$ cat src/design/dcpwm_pkg.sv
// Package for the dual channel pulse width generator
package dcpwm_pkg;

   // ==========================================================
   // Register word offsets within one eight-word control block
   localparam logic [2:0] dcpwm_off_freq_sel  = 3'h0;
   localparam logic [2:0] dcpwm_off_duty      = 3'h1;
   localparam logic [2:0] dcpwm_off_cnt_en    = 3'h2;
   localparam logic [2:0] dcpwm_off_pre_high  = 3'h3;
   localparam logic [2:0] dcpwm_off_pre_low   = 3'h4;
   localparam logic [2:0] dcpwm_off_cur_high  = 3'h5;
   localparam logic [2:0] dcpwm_off_cur_low   = 3'h6;
   localparam logic [2:0] dcpwm_off_err       = 3'h7;
   localparam int         dcpwm_block_words   = 8;
   // Channel select bit position in the byte address; status word of both channels
   localparam int          dcpwm_chan_bit     = 5;
   localparam logic [11:0] dcpwm_addr_status  = 12'h040;
   // Status bit positions within a channel group
   localparam int dcpwm_st_running  = 0;
   localparam int dcpwm_st_done     = 1;
   localparam int dcpwm_st_overflow = 2;
   localparam int dcpwm_st_group    = 4;

   // ==========================================================
   // Reset values
   localparam logic [15:0] dcpwm_rst_word = 16'h0000;

   // ==========================================================
   // Limits
   localparam logic [15:0] dcpwm_freq_codes = 16'h0003;
   localparam logic [15:0] dcpwm_duty_max   = 16'h0064;
   localparam logic [31:0] dcpwm_preset_max = 32'h05f5e100;

   // ==========================================================
   // Timing: periods in microseconds, clock rate in Hz
   localparam longint dcpwm_clk_hz       = 40000000;
   localparam longint dcpwm_period0_us   = 146840;
   localparam longint dcpwm_period1_us   = 36680;
   localparam longint dcpwm_period2_us   = 4590;
   localparam logic [22:0] dcpwm_period0_cyc = 23'(dcpwm_period0_us * dcpwm_clk_hz / 1000000);
   localparam logic [22:0] dcpwm_period1_cyc = 23'(dcpwm_period1_us * dcpwm_clk_hz / 1000000);
   localparam logic [22:0] dcpwm_period2_cyc = 23'(dcpwm_period2_us * dcpwm_clk_hz / 1000000);

   // ==========================================================
   // Error codes
   typedef enum logic [15:0] {
      dcpwm_err_none     = 16'h0000,
      dcpwm_err_freq     = 16'h0001,
      dcpwm_err_duty     = 16'h0002,
      dcpwm_err_cnt_en   = 16'h0003,
      dcpwm_err_preset   = 16'h0004,
      dcpwm_err_chan2cnt = 16'h0005
   } dcpwm_err_t;

   // ==========================================================
   // Channel state machine
   typedef enum logic [2:0] {
      dcpwm_idle = 3'b001,
      dcpwm_run  = 3'b010,
      dcpwm_stop = 3'b100
   } dcpwm_state_t;

   // ==========================================================
   // Per-channel state
   typedef struct packed {
      dcpwm_state_t state;
      logic [15:0]  freq_sel;
      logic [15:0]  duty;
      logic [15:0]  cnt_en;
      logic [15:0]  pre_high;
      logic [15:0]  pre_low;
      logic [31:0]  cur_count;
      dcpwm_err_t   err;
      logic [22:0]  phase;
      logic [22:0]  period;
      logic [22:0]  high_cyc;
      logic         start_prev;
      logic         running;
      logic         done;
      logic         overflow;
      logic         pulse_out;
   } dcpwm_chan_t;

   // ==========================================================
   // AXI4-Lite slave side state
   typedef struct packed {
      logic        aw_held;
      logic [11:0] aw_addr;
      logic        w_held;
      logic [31:0] w_data;
      logic [3:0]  w_strb;
      logic        bvalid;
      logic [1:0]  bresp;
      logic        rvalid;
      logic [31:0] rdata;
      logic [1:0]  rresp;
   } dcpwm_bus_t;

   typedef struct packed {
      dcpwm_chan_t [1:0] chan;
      dcpwm_bus_t        bus;
   } dcpwm_state_all_t;

endpackage

$ cat src/design/dcpwm_top.sv
// Dual channel pulse width generator with an AXI4-Lite register slave
`timescale 1ns/1ps
// How it works
// - Frequency code 0, 1, 2 selects 6.81, 27.26 or 217.86 Hz.
// - Periods are 146.84 ms, 36.68 ms and 4.59 ms for codes 0 to 2.
// - High time is the duty word percent of the period; duty 1 to 100.
// - First channel drives first output, second channel drives second output.
// - Count-enable 0 disables, 1 enables; only first channel may count.
// - With counting on, first channel emits exactly the preset pulses then stops.
// - Without counting, a channel pulses while its start input stays high.
// - Preset is high word then low word, valid 1 to 100,000,000.
// - First channel publishes pulses output so far as high and low words.
// - Each start rising edge validates operands and stores an error code 0 to 5.
// - Current count and error words are read-only; only hardware updates them.
// - Each channel control block is eight consecutive words.
// - Running flag is high while pulsing, clears on start removal or preset reached.
// - Done flag sets when output stops or completes, clears on a new start.
// - Overflow sets if first channel emits more than the preset; clears on start.
// - Error codes: 1 frequency, 2 duty, 3 count-enable, 4 preset, 5 second-channel count.
module dcpwm_top
   import dcpwm_pkg::*;
#(
   parameter int ADDR_W = 12
)
(
   // Clock and reset
   input  wire logic              sys_clk,
   input  wire logic              reset,
   // Channel start inputs
   input  wire logic [1:0]        start_in,
   // Pulse outputs
   output logic                   first_pulse_output,
   output logic                   second_pulse_output,
   // Status flags, three per channel
   output logic [1:0]             running_flag,
   output logic [1:0]             done_flag,
   output logic [1:0]             overflow_flag,
   // AXI4-Lite write address
   input  wire logic              s_axi_awvalid,
   output logic                   s_axi_awready,
   input  wire logic [ADDR_W-1:0] s_axi_awaddr,
   input  wire logic [2:0]        s_axi_awprot,
   // AXI4-Lite write data
   input  wire logic              s_axi_wvalid,
   output logic                   s_axi_wready,
   input  wire logic [31:0]       s_axi_wdata,
   input  wire logic [3:0]        s_axi_wstrb,
   // AXI4-Lite write response
   output logic                   s_axi_bvalid,
   input  wire logic              s_axi_bready,
   output logic [1:0]             s_axi_bresp,
   // AXI4-Lite read address
   input  wire logic              s_axi_arvalid,
   output logic                   s_axi_arready,
   input  wire logic [ADDR_W-1:0] s_axi_araddr,
   input  wire logic [2:0]        s_axi_arprot,
   // AXI4-Lite read data
   output logic                   s_axi_rvalid,
   input  wire logic              s_axi_rready,
   output logic [31:0]            s_axi_rdata,
   output logic [1:0]             s_axi_rresp
);

   if (ADDR_W != 12)
   begin
      $error("ADDR_W must be 12");
   end

   dcpwm_state_all_t st_reg;
   dcpwm_state_all_t st_next;

   // ==========================================================
   // Helpers
   function automatic logic [22:0] period_of(input logic [15:0] code);
      logic [22:0] p;
      p = dcpwm_period2_cyc;
      if (code == 16'h0000)
         p = dcpwm_period0_cyc;
      else if (code == 16'h0001)
         p = dcpwm_period1_cyc;
      return p;
   endfunction

   function automatic logic [22:0] high_of(input logic [22:0] per, input logic [15:0] duty);
      logic [31:0] prod;
      prod = 32'(per) * 32'(duty[6:0]) + 32'd50;
      // rounded period times duty over 100
      return 23'(prod / 32'd100);
   endfunction

   function automatic dcpwm_err_t check_ops(input dcpwm_chan_t c, input logic second);
      logic [31:0] pre;
      dcpwm_err_t  e;
      pre = {c.pre_high, c.pre_low};
      e   = dcpwm_err_none;
      if (c.freq_sel >= dcpwm_freq_codes)
         e = dcpwm_err_freq;
      else if (c.duty == 16'h0000 || c.duty > dcpwm_duty_max)
         e = dcpwm_err_duty;
      else if (c.cnt_en > 16'h0001)
         e = dcpwm_err_cnt_en;
      else if (c.cnt_en == 16'h0001 && second)
         e = dcpwm_err_chan2cnt;
      else if (c.cnt_en == 16'h0001 && (pre == 32'h0 || pre > dcpwm_preset_max))
         e = dcpwm_err_preset;
      return e;
   endfunction

   function automatic logic [15:0] merge16(input logic [15:0] old, input logic [31:0] d, input logic [3:0] s);
      return {s[1] ? d[15:8] : old[15:8], s[0] ? d[7:0] : old[7:0]};
   endfunction

   // ==========================================================
   // Next state
   always_comb
   begin
      logic        wr_go;
      logic        rd_go;
      logic        ch;
      logic [2:0]  wd;
      logic [31:0] rd;
      logic        bad;
      logic [31:0] pre;
      st_next = st_reg;
      wr_go   = 1'b0;
      rd_go   = 1'b0;
      ch      = 1'b0;
      wd      = 3'h0;
      rd      = 32'h0;
      bad     = 1'b0;
      pre     = 32'h0;

      // Channel engines
      for (int i = 0; i < 2; i++)
      begin
         st_next.chan[i].start_prev = start_in[i];
         pre = {st_reg.chan[i].pre_high, st_reg.chan[i].pre_low};
         st_next.chan[i].high_cyc = high_of(period_of(st_reg.chan[i].freq_sel), st_reg.chan[i].duty);
         case (st_reg.chan[i].state)
            dcpwm_idle, dcpwm_stop:
            begin
               st_next.chan[i].pulse_out = 1'b0;
               if (start_in[i] && !st_reg.chan[i].start_prev)
               begin
                  st_next.chan[i].err      = check_ops(st_reg.chan[i], i == 1);
                  st_next.chan[i].done     = 1'b0;
                  st_next.chan[i].overflow = 1'b0;
                  st_next.chan[i].cur_count = 32'h0;
                  if (check_ops(st_reg.chan[i], i == 1) == dcpwm_err_none)
                  begin
                     st_next.chan[i].state   = dcpwm_run;
                     st_next.chan[i].running = 1'b1;
                     st_next.chan[i].phase   = 23'h0;
                     st_next.chan[i].period  = period_of(st_reg.chan[i].freq_sel);
                  end
                  else
                  begin
                     st_next.chan[i].state = dcpwm_stop;
                  end
               end
            end
            dcpwm_run:
            begin
               // stop at once on start low
               if (!start_in[i])
               begin
                  st_next.chan[i].state     = dcpwm_stop;
                  st_next.chan[i].pulse_out = 1'b0;
                  st_next.chan[i].running   = 1'b0;
                  st_next.chan[i].done      = 1'b1;
               end
               else
               begin
                  // high for duty part of period
                  st_next.chan[i].pulse_out = st_reg.chan[i].phase < st_next.chan[i].high_cyc;
                  if (st_reg.chan[i].phase == st_reg.chan[i].period - 23'h1)
                  begin
                     st_next.chan[i].phase  = 23'h0;
                     st_next.chan[i].period = period_of(st_reg.chan[i].freq_sel);
                     st_next.chan[i].cur_count = st_reg.chan[i].cur_count + 32'h1;
                     if (st_reg.chan[i].cnt_en == 16'h0001 && st_reg.chan[i].cur_count + 32'h1 >= pre)
                     begin
                        st_next.chan[i].state     = dcpwm_stop;
                        st_next.chan[i].pulse_out = 1'b0;
                        st_next.chan[i].running   = 1'b0;
                        st_next.chan[i].done      = 1'b1;
                        st_next.chan[i].overflow  = st_reg.chan[i].cur_count + 32'h1 > pre;
                     end
                  end
                  else
                     st_next.chan[i].phase = st_reg.chan[i].phase + 23'h1;
               end
            end
            default:
               st_next.chan[i].state = dcpwm_idle;
         endcase
      end

      // AXI4-Lite write side
      if (s_axi_awvalid && !st_reg.bus.aw_held)
      begin
         st_next.bus.aw_held = 1'b1;
         st_next.bus.aw_addr = s_axi_awaddr;
      end
      if (s_axi_wvalid && !st_reg.bus.w_held)
      begin
         st_next.bus.w_held = 1'b1;
         st_next.bus.w_data = s_axi_wdata;
         st_next.bus.w_strb = s_axi_wstrb;
      end
      if (st_reg.bus.bvalid && s_axi_bready)
         st_next.bus.bvalid = 1'b0;
      wr_go = st_reg.bus.aw_held && st_reg.bus.w_held && !st_reg.bus.bvalid;
      if (wr_go)
      begin
         st_next.bus.aw_held = 1'b0;
         st_next.bus.w_held  = 1'b0;
         st_next.bus.bvalid  = 1'b1;
         st_next.bus.bresp   = 2'b00;
         ch  = st_reg.bus.aw_addr[dcpwm_chan_bit];
         wd  = st_reg.bus.aw_addr[4:2];
         bad = st_reg.bus.aw_addr[11:6] != 6'h0 || st_reg.bus.aw_addr[1:0] != 2'b00;
         // count and error words ignore writes
         if (bad)
            st_next.bus.bresp = 2'b10;
         else if (wd == dcpwm_off_freq_sel)
            st_next.chan[ch].freq_sel = merge16(st_reg.chan[ch].freq_sel, st_reg.bus.w_data, st_reg.bus.w_strb);
         else if (wd == dcpwm_off_duty)
            st_next.chan[ch].duty = merge16(st_reg.chan[ch].duty, st_reg.bus.w_data, st_reg.bus.w_strb);
         else if (wd == dcpwm_off_cnt_en)
            st_next.chan[ch].cnt_en = merge16(st_reg.chan[ch].cnt_en, st_reg.bus.w_data, st_reg.bus.w_strb);
         else if (wd == dcpwm_off_pre_high)
            st_next.chan[ch].pre_high = merge16(st_reg.chan[ch].pre_high, st_reg.bus.w_data, st_reg.bus.w_strb);
         else if (wd == dcpwm_off_pre_low)
            st_next.chan[ch].pre_low = merge16(st_reg.chan[ch].pre_low, st_reg.bus.w_data, st_reg.bus.w_strb);
      end

      // AXI4-Lite read side
      if (st_reg.bus.rvalid && s_axi_rready)
         st_next.bus.rvalid = 1'b0;
      rd_go = s_axi_arvalid && !st_reg.bus.rvalid;
      if (rd_go)
      begin
         ch  = s_axi_araddr[dcpwm_chan_bit];
         wd  = s_axi_araddr[4:2];
         st_next.bus.rvalid = 1'b1;
         st_next.bus.rresp  = 2'b00;
         if (s_axi_araddr == dcpwm_addr_status)
            rd = {25'h0,
                  st_reg.chan[1].overflow, st_reg.chan[1].done, st_reg.chan[1].running, 1'b0,
                  st_reg.chan[0].overflow, st_reg.chan[0].done, st_reg.chan[0].running};
         else if (s_axi_araddr[11:6] != 6'h0 || s_axi_araddr[1:0] != 2'b00)
            st_next.bus.rresp = 2'b10;
         else if (wd == dcpwm_off_freq_sel)
            rd = {16'h0, st_reg.chan[ch].freq_sel};
         else if (wd == dcpwm_off_duty)
            rd = {16'h0, st_reg.chan[ch].duty};
         else if (wd == dcpwm_off_cnt_en)
            rd = {16'h0, st_reg.chan[ch].cnt_en};
         else if (wd == dcpwm_off_pre_high)
            rd = {16'h0, st_reg.chan[ch].pre_high};
         else if (wd == dcpwm_off_pre_low)
            rd = {16'h0, st_reg.chan[ch].pre_low};
         else if (wd == dcpwm_off_cur_high)
            rd = {16'h0, st_reg.chan[ch].cur_count[31:16]};
         else if (wd == dcpwm_off_cur_low)
            rd = {16'h0, st_reg.chan[ch].cur_count[15:0]};
         else
            rd = {16'h0, 16'(st_reg.chan[ch].err)};
         st_next.bus.rdata = rd;
      end
   end

   // ==========================================================
   // State register
   always_ff @(posedge sys_clk)
   begin
      if (reset)
      begin
         st_reg <= '0;
         st_reg.chan[0].state <= dcpwm_idle;
         st_reg.chan[1].state <= dcpwm_idle;
         st_reg.chan[0].err   <= dcpwm_err_none;
         st_reg.chan[1].err   <= dcpwm_err_none;
      end
      else
         st_reg <= st_next;
   end

   // ==========================================================
   // Outputs
   // channel to output routing
   assign first_pulse_output  = st_reg.chan[0].pulse_out;
   assign second_pulse_output = st_reg.chan[1].pulse_out;
   assign running_flag  = {st_reg.chan[1].running, st_reg.chan[0].running};
   assign done_flag     = {st_reg.chan[1].done, st_reg.chan[0].done};
   assign overflow_flag = {st_reg.chan[1].overflow, st_reg.chan[0].overflow};
   assign s_axi_awready = !st_reg.bus.aw_held;
   assign s_axi_wready  = !st_reg.bus.w_held;
   assign s_axi_bvalid  = st_reg.bus.bvalid;
   assign s_axi_bresp   = st_reg.bus.bresp;
   assign s_axi_arready = !st_reg.bus.rvalid;
   assign s_axi_rvalid  = st_reg.bus.rvalid;
   assign s_axi_rdata   = st_reg.bus.rdata;
   assign s_axi_rresp   = st_reg.bus.rresp;

endmodule

$ cat config.mk
export PLATFORM = sky130hd
export DESIGN_NAME = dcpwm_top
export DESIGN_NICKNAME = d
export VERILOG_FILES = /design/src/design/dcpwm_pkg.sv /design/src/design/dcpwm_top.sv
export SDC_FILE = /design/constraint.sdc
export NUM_CORES = 2
export LEC_CHECK = 0
export ABC_CLOCK_PERIOD_IN_PS = 18900
export BUFFER_PORTS_ARGS = -buffer_cell sky130_fd_sc_hd__buf_2
export CAP_MARGIN = 20
export CORE_UTILIZATION = 35
export DETAILED_ROUTE_END_ITERATION = 16
export SYNTH_ARGS = -nofsm -noshare
export SYNTH_HDL_FRONTEND = slang
export SYNTH_SLANG_ARGS = --single-unit
$ cat constraint.sdc
create_clock -name sys_clk -period 18.9 [get_ports sys_clk]
set_clock_uncertainty 0.15 [all_clocks]
set_input_delay 0.945 -clock sys_clk [delete_from_list [all_inputs] [get_ports sys_clk]]
set_output_delay 0.945 -clock sys_clk [all_outputs]
set_load 0.03 [all_outputs]
# After elaboration in Yosys (flattened, before gate mapping)
# Cells that the tools add are included.
# totals
mem_count,0
ff_bits,480
in_bits,75
romBits,0
ramBits,0
latchBits,0
# classes
n_div,2
magnitude_cmp,17
n_reduce_logical,47
addsub,8
shift,0
n_mul,2
eq_ne,23
bitwise_logic,1
muxes,118
# ops
operator,count
2-to-1 mux 410 bit,6
bitwise mux 410 bit,5
demux 205 bit (select 1 bit),5
2-to-1 mux 202 bit,5
2-to-1 mux 411 bit,1
2-to-1 mux 16 bit,15
2-to-1 mux 94 bit,2
2-to-1 mux 186 bit,1
2-to-1 mux 46 bit,4
case mux 46 bit (2 select lines),2
2-to-1 mux 170 bit,1
2-to-1 mux 154 bit,1
2-to-1 mux 138 bit,1
2-to-1 mux 23 bit,6
2-to-1 mux 32 bit,4
case mux 32 bit (2 select lines),2
zero test 16 bit,6
2-to-1 mux 8 bit,10
2-to-1 mux 3 bit,22
"adder 32 x 1 -> 32 bit, second input constant",2
"divider 32 x 7 -> 32 bit, second input constant",2
"== test 16 x 1 -> 1 bit, second input constant",4
>= comparator 32 bit,2
"> comparator 32 x 27 -> 1 bit, second input constant",2
other kinds (35),107

# Depth between registers and ports, before layout
# logic_depth
depth_word,22
depth_mapped,99
mapped_depth_nobuf,88

# Worst setup path before layout
# No wires, ideal clock.
# synth_path
path_kind,reg-to-reg
startpoint,register with a tool-made name
endpoint,register with a tool-made name
t_required_ps,18647
synth_period_minus_slack_ps,21012
t_arrival_ps,20759
path_slack_ps,-2112
path_stages_with_launch,90
n_path_buf,7
path_cell_list,dfxtp_1 > nor4_1 > nand4_1 > nor2_1 > and2_1 > nor2b_1 > inv_1 > fa_1 > inv_1 > fa_1 > fa_1 > inv_1 > fa_1 > inv_1 > ha_1 > a21oi_4 > o211ai_1 > and3_2 > [54 not listed] > ha_1 > or2_2 > nor2_1 > o21a_2 > xnor2_1 > inv_1 > ha_1 > nor3_1 > mux2i_1 > nor2b_1 > mux2i_1 > or2_1 > nor2_1 > ha_1 > a21o_1 > a21oi_1 > nand2_1 > a222oi_1

==> results.txt <==
* Cell count after synthesis: about 6300
- Hpwl dp: ~120000 microns
* Wire length after detailed routing: around 160000 microns
- Buffers inserted during clock tree synthesis total 46.
- Among the stages of the critical path, the cell type that occurs most often is sky130_fd_sc_hd__buf_4.
- CTS sink cnt: roughly 420
* Remaining global-route overflow: 0
- First-pass GRT wire length: 257100 microns
- The post-route netlist has 29.97% of its cells at a drive strength greater than 1.
- TritonCTS built the clock tree.
* Final cell count without fillers: between 9000 and 10000
* Worst vdd rail ir drop: around 0.074 mV
- STA classifies the critical path startpoint as a flip-flop.
- Critical path capture point type: flip-flop
- Final hold analysis gives a worst-case slack of roughly 300 ps.
- After detailed routing, the number of vias per cell comes to 5.552.
- WP buf/inv: 22
- Transition time at the pin with the least slew margin: 1266 ps
- Pwr/cell area: 34.53 nW/um^2
- The congestion estimate from routability-driven global placement came to 0.9299.
- Among all flip-flop cells after synthesis, the most frequent one is sky130_fd_sc_hd__dfxtp_1.
- Via count: 50960
- After detailed routing, the number of remaining DRC violations is 0.
- Largest delay contributor family on the critical path: compound AO/OA/AOI/OAI gates
* Sw frac: between 20% and 30%
- Power Internal: approximately 1.6 mW
* Net Switching: between 0.6 and 0.7 mW
- In this run the vertical extent of the chip is approximately 370 microns.
* Pin count of the biggest net entering global routing: ~110
- The number of different library cells used by synthesis comes to between 150 and 200.
- Number of failing setup endpoints in the final timing report: 2
* Worst-Skew Late Latency: roughly 600 ps
* Number of max-cap violations: 0
* Number of filler cells placed in the layout: between 10000 and 15000
- Number of hold violations in the final report: 0
- Result of the run: complete, but fails checks
* Failing checks: setup timing
- Crit path time final: around 21000 ps
- In the post-synthesis netlist, the biggest area contributors are sky130_fd_sc_hd__dfxtp_1, sky130_fd_sc_hd__ha_1, sky130_fd_sc_hd__a21oi_1.
- The initial utilization of the core area, before any placement, comes to 35.33%.
* I/O pins: between 100 and 150
* Peak fanout along the critical path: 8
* Start-to-end type of the worst setup path: reg2reg
* DIE AREA: ~130000 sq um
- Compared with the post-synthesis result, the final layout area differs by 34.19%.
- Delay of the slowest cell on the worst path: around 530 ps
- Largest area contributor in the netlist: sky130_fd_sc_hd__dfxtp_1
- Core region area: 131600 sq um
- Critical path data required time: between 15000 and 20000 ps
- Leak pwr: around 27 nW
* Cell at the root of the clock tree: sky130_fd_sc_hd__clkbuf_16
* Fraction of registers with async set/reset: 0%
- Final Slew Violations: 0
* Die Width: between 300 and 400 microns
- Sequential area share after synthesis: between 10% and 20%
* First-iteration detailed-routing DRC count: around 3800
* Total chip power: about 2.2 mW
- After synthesis the netlist holds a flip-flop and latch count of 416.
* Worst slack, placed: -2656 ps
- The initial antenna violation count is 6.
* Per-cell routed wire length: between 15 and 20 microns
* Number of iterations in the first detailed-routing pass: 6
* Fmax: 47.97 MHz
* Htree depth: 2
- Post-synth EDFFs: 0
- Setup repair after global routing could not meet its margin everywhere.
- Global routing used 22.96% of the available tracks.
* Synthesis Warnings: 0
- Port buffering added roughly 80 buffers.
- Of the total power, registers draw approximately two fifths.
- The mapped netlist covers 46500 sq um.
- The detail route stage leaves a number of antenna-violating nets equal to 0.
- Once placement completed, the tool counted placed cells totaling between 8000 and 9000.
- Number of nets in the final layout: between 7000 and 8000
- Clock-pin slew was measured on the worst setup and hold paths at ~60 ps.
- The worst pin sits at a relative slew slack of between 15 and 20%.
* Post-route setup slack: -1946 ps
* Count of hold buffers inserted by post-cts repair: 0
- At the worst endpoint, the arrival time is around 21000 ps.
- Via count of the first global-routing pass: ~48000
- Finished Core Util: between 40% and 50%
- Slowest stage cell, crit path: sky130_fd_sc_hd__fa_1
- The path class of the tightest hold or removal check is reg2reg.
- Of the available clock period, the critical path in the final layout requires 110.3%.
- The share of total power dissipated in the clock network is between 40% and 50%.
* Logic gate share of total power: roughly 15%
- The longest clock path from root to sink contains 3 buffers.
- After synthesis, the largest area contributor takes up between 10% and 20% of total cell area.
* Number of cell rows: between 100 and 150
* Avg Cell Area, Syn: ~7.4 sq um
==> stage by stage <==
stage / instance area (sq um) / setup TNS [ps]
finish: 62400 / -3564
global route: 62400 / -5386
CTS: 60790 / -2952
detailed placement: 57270 / -4788
global placement: 57260 / -4303
floorplan: 47690 / -2008
==> tightest hold or removal path, cell delays in order, from the launching register on <==
cell	delay, ps
sky130_fd_sc_hd__dfxtp_1	310
sky130_fd_sc_hd__nand2_1	50
sky130_fd_sc_hd__a21oi_1	50
==> cells in the mapped netlist, drive strengths merged (70+ instances only) <==
cell	count
nand4	79
nor4	86
nor3	192
and2	121
a21oi	631
inv	395
xnor2	151
clkbuf	237
o21ai	285
and3	120
o211ai	76
nor2	601
ha	257
fa	153
mux2i	102
nor2b	70
xor2	89
buf	128
nand3	203
dfxtp	416
a211oi	196
nand2	715
==> logic make-up (layout without fill, tap and decap cells) <==
logic type / Yosys count / count (layout) / share of synthesized area [%]
AO/OA/AOI/OAI: 1824 / 1825 / 26.99
XOR/XNOR: 240 / 240 / 4.674
adder cells (fa/ha/maj): 415 / 415 / 13.61
buffers and inverters: 765 / 1899 / 7.346
flip-flops: 416 / 416 / 17.91
multiplexers: 142 / 142 / 3.525
other: 1 / 22 / 0.008064
AND/OR/NAND/NOR: 2466 / 2466 / 25.94
==> worst paths after layout <==
path | startpoint | endpoint | slack [ps] | cells past startpoint
setup reg to reg | flip-flop | flip-flop | -1950 | 100
hold / removal | s_axi_rdata[14] | s_axi_rdata[14] | 300 | 2
hold reg to reg | s_axi_rdata[14] | s_axi_rdata[14] | 300 | 2
setup / recovery | flip-flop | flip-flop | -1950 | 100
==> layout by cell type (no fill, tap or decap), types with 63 or more instances in the layout <==
| cell type | n |
|---|---|
| sky130_fd_sc_hd__buf_4 | 1303 |
| sky130_fd_sc_hd__nand2_1 | 691 |
| sky130_fd_sc_hd__a21oi_1 | 579 |
| sky130_fd_sc_hd__nor2_1 | 567 |
| sky130_fd_sc_hd__dfxtp_1 | 411 |
| sky130_fd_sc_hd__inv_1 | 365 |
| sky130_fd_sc_hd__ha_1 | 231 |
| sky130_fd_sc_hd__o21ai_0 | 219 |
| sky130_fd_sc_hd__nand3_1 | 191 |
| sky130_fd_sc_hd__a211oi_1 | 167 |
| sky130_fd_sc_hd__nor3_1 | 162 |
| sky130_fd_sc_hd__fa_1 | 150 |
| sky130_fd_sc_hd__xnor2_1 | 126 |
| sky130_fd_sc_hd__and3_1 | 112 |
| sky130_fd_sc_hd__and2_1 | 95 |
| sky130_fd_sc_hd__mux2i_1 | 89 |
| sky130_fd_sc_hd__xor2_1 | 85 |
| sky130_fd_sc_hd__nand4_1 | 79 |
| sky130_fd_sc_hd__buf_2 | 79 |
| sky130_fd_sc_hd__o211ai_1 | 73 |
| sky130_fd_sc_hd__nor4_1 | 66 |
| sky130_fd_sc_hd__nand2b_1 | 65 |
| sky130_fd_sc_hd__nor2b_1 | 63 |
==> routing by layer <==
| metal | vias to the layer above | part of all wire, % | track usage (%) | wire, microns |
|---|---|---|---|---|
| li1 | 24860 | - | - | - |
| met1 | 24360 | 44 | 30.65 | 72300 |
| met2 | 1444 | 46 | 38.08 | 75640 |
| met3 | 298 | 5.5 | 2.511 | 8900 |
| met4 | 6 | 3.7 | 8.175 | 5959 |
| met5 | - | 0.020 | 0 | 32 |
==> cell type report <==
| class | count | area, sq um | area share [%] |
|---|---|---|---|
| inverter | 398 | 1513 | 2.424 |
| antenna | 4 | 10.01 | 0.01604 |
| multi-input combinational | 5106 | 38100 | 61.06 |
| tap | 1755 | 2196 | 3.519 |
| clock buffer | 61 | 1319 | 2.113 |
| timing repair buffer | 1419 | 10670 | 17.09 |
| sequential | 416 | 8334 | 13.36 |
| clock inverter | 21 | 264.0 | 0.4231 |
==> power by group through the flow <==
stage | clock [mW] | combinational, mW | sequential, mW
after CTS | 0.950 | 0.306 | 0.890
after global routing | 0.986 | 0.347 | 0.891
after detailed placement | 0 | 0.291 | 0.910
after floorplan | 0 | 0.190 | 0.908
after global placement | 0 | 0.288 | 0.909
final | 0.940 | 0.325 | 0.890
==> what timing repair did <==
item                                    in CTS  in global routing
endpoints found under the setup margin       2                  2
pin swaps                                  156                151
gates cloned                                 1                  0
buffers inserted                            80                 64
resized for setup                          256                202
No activity file was read; power rests on OpenSTA's default activity.
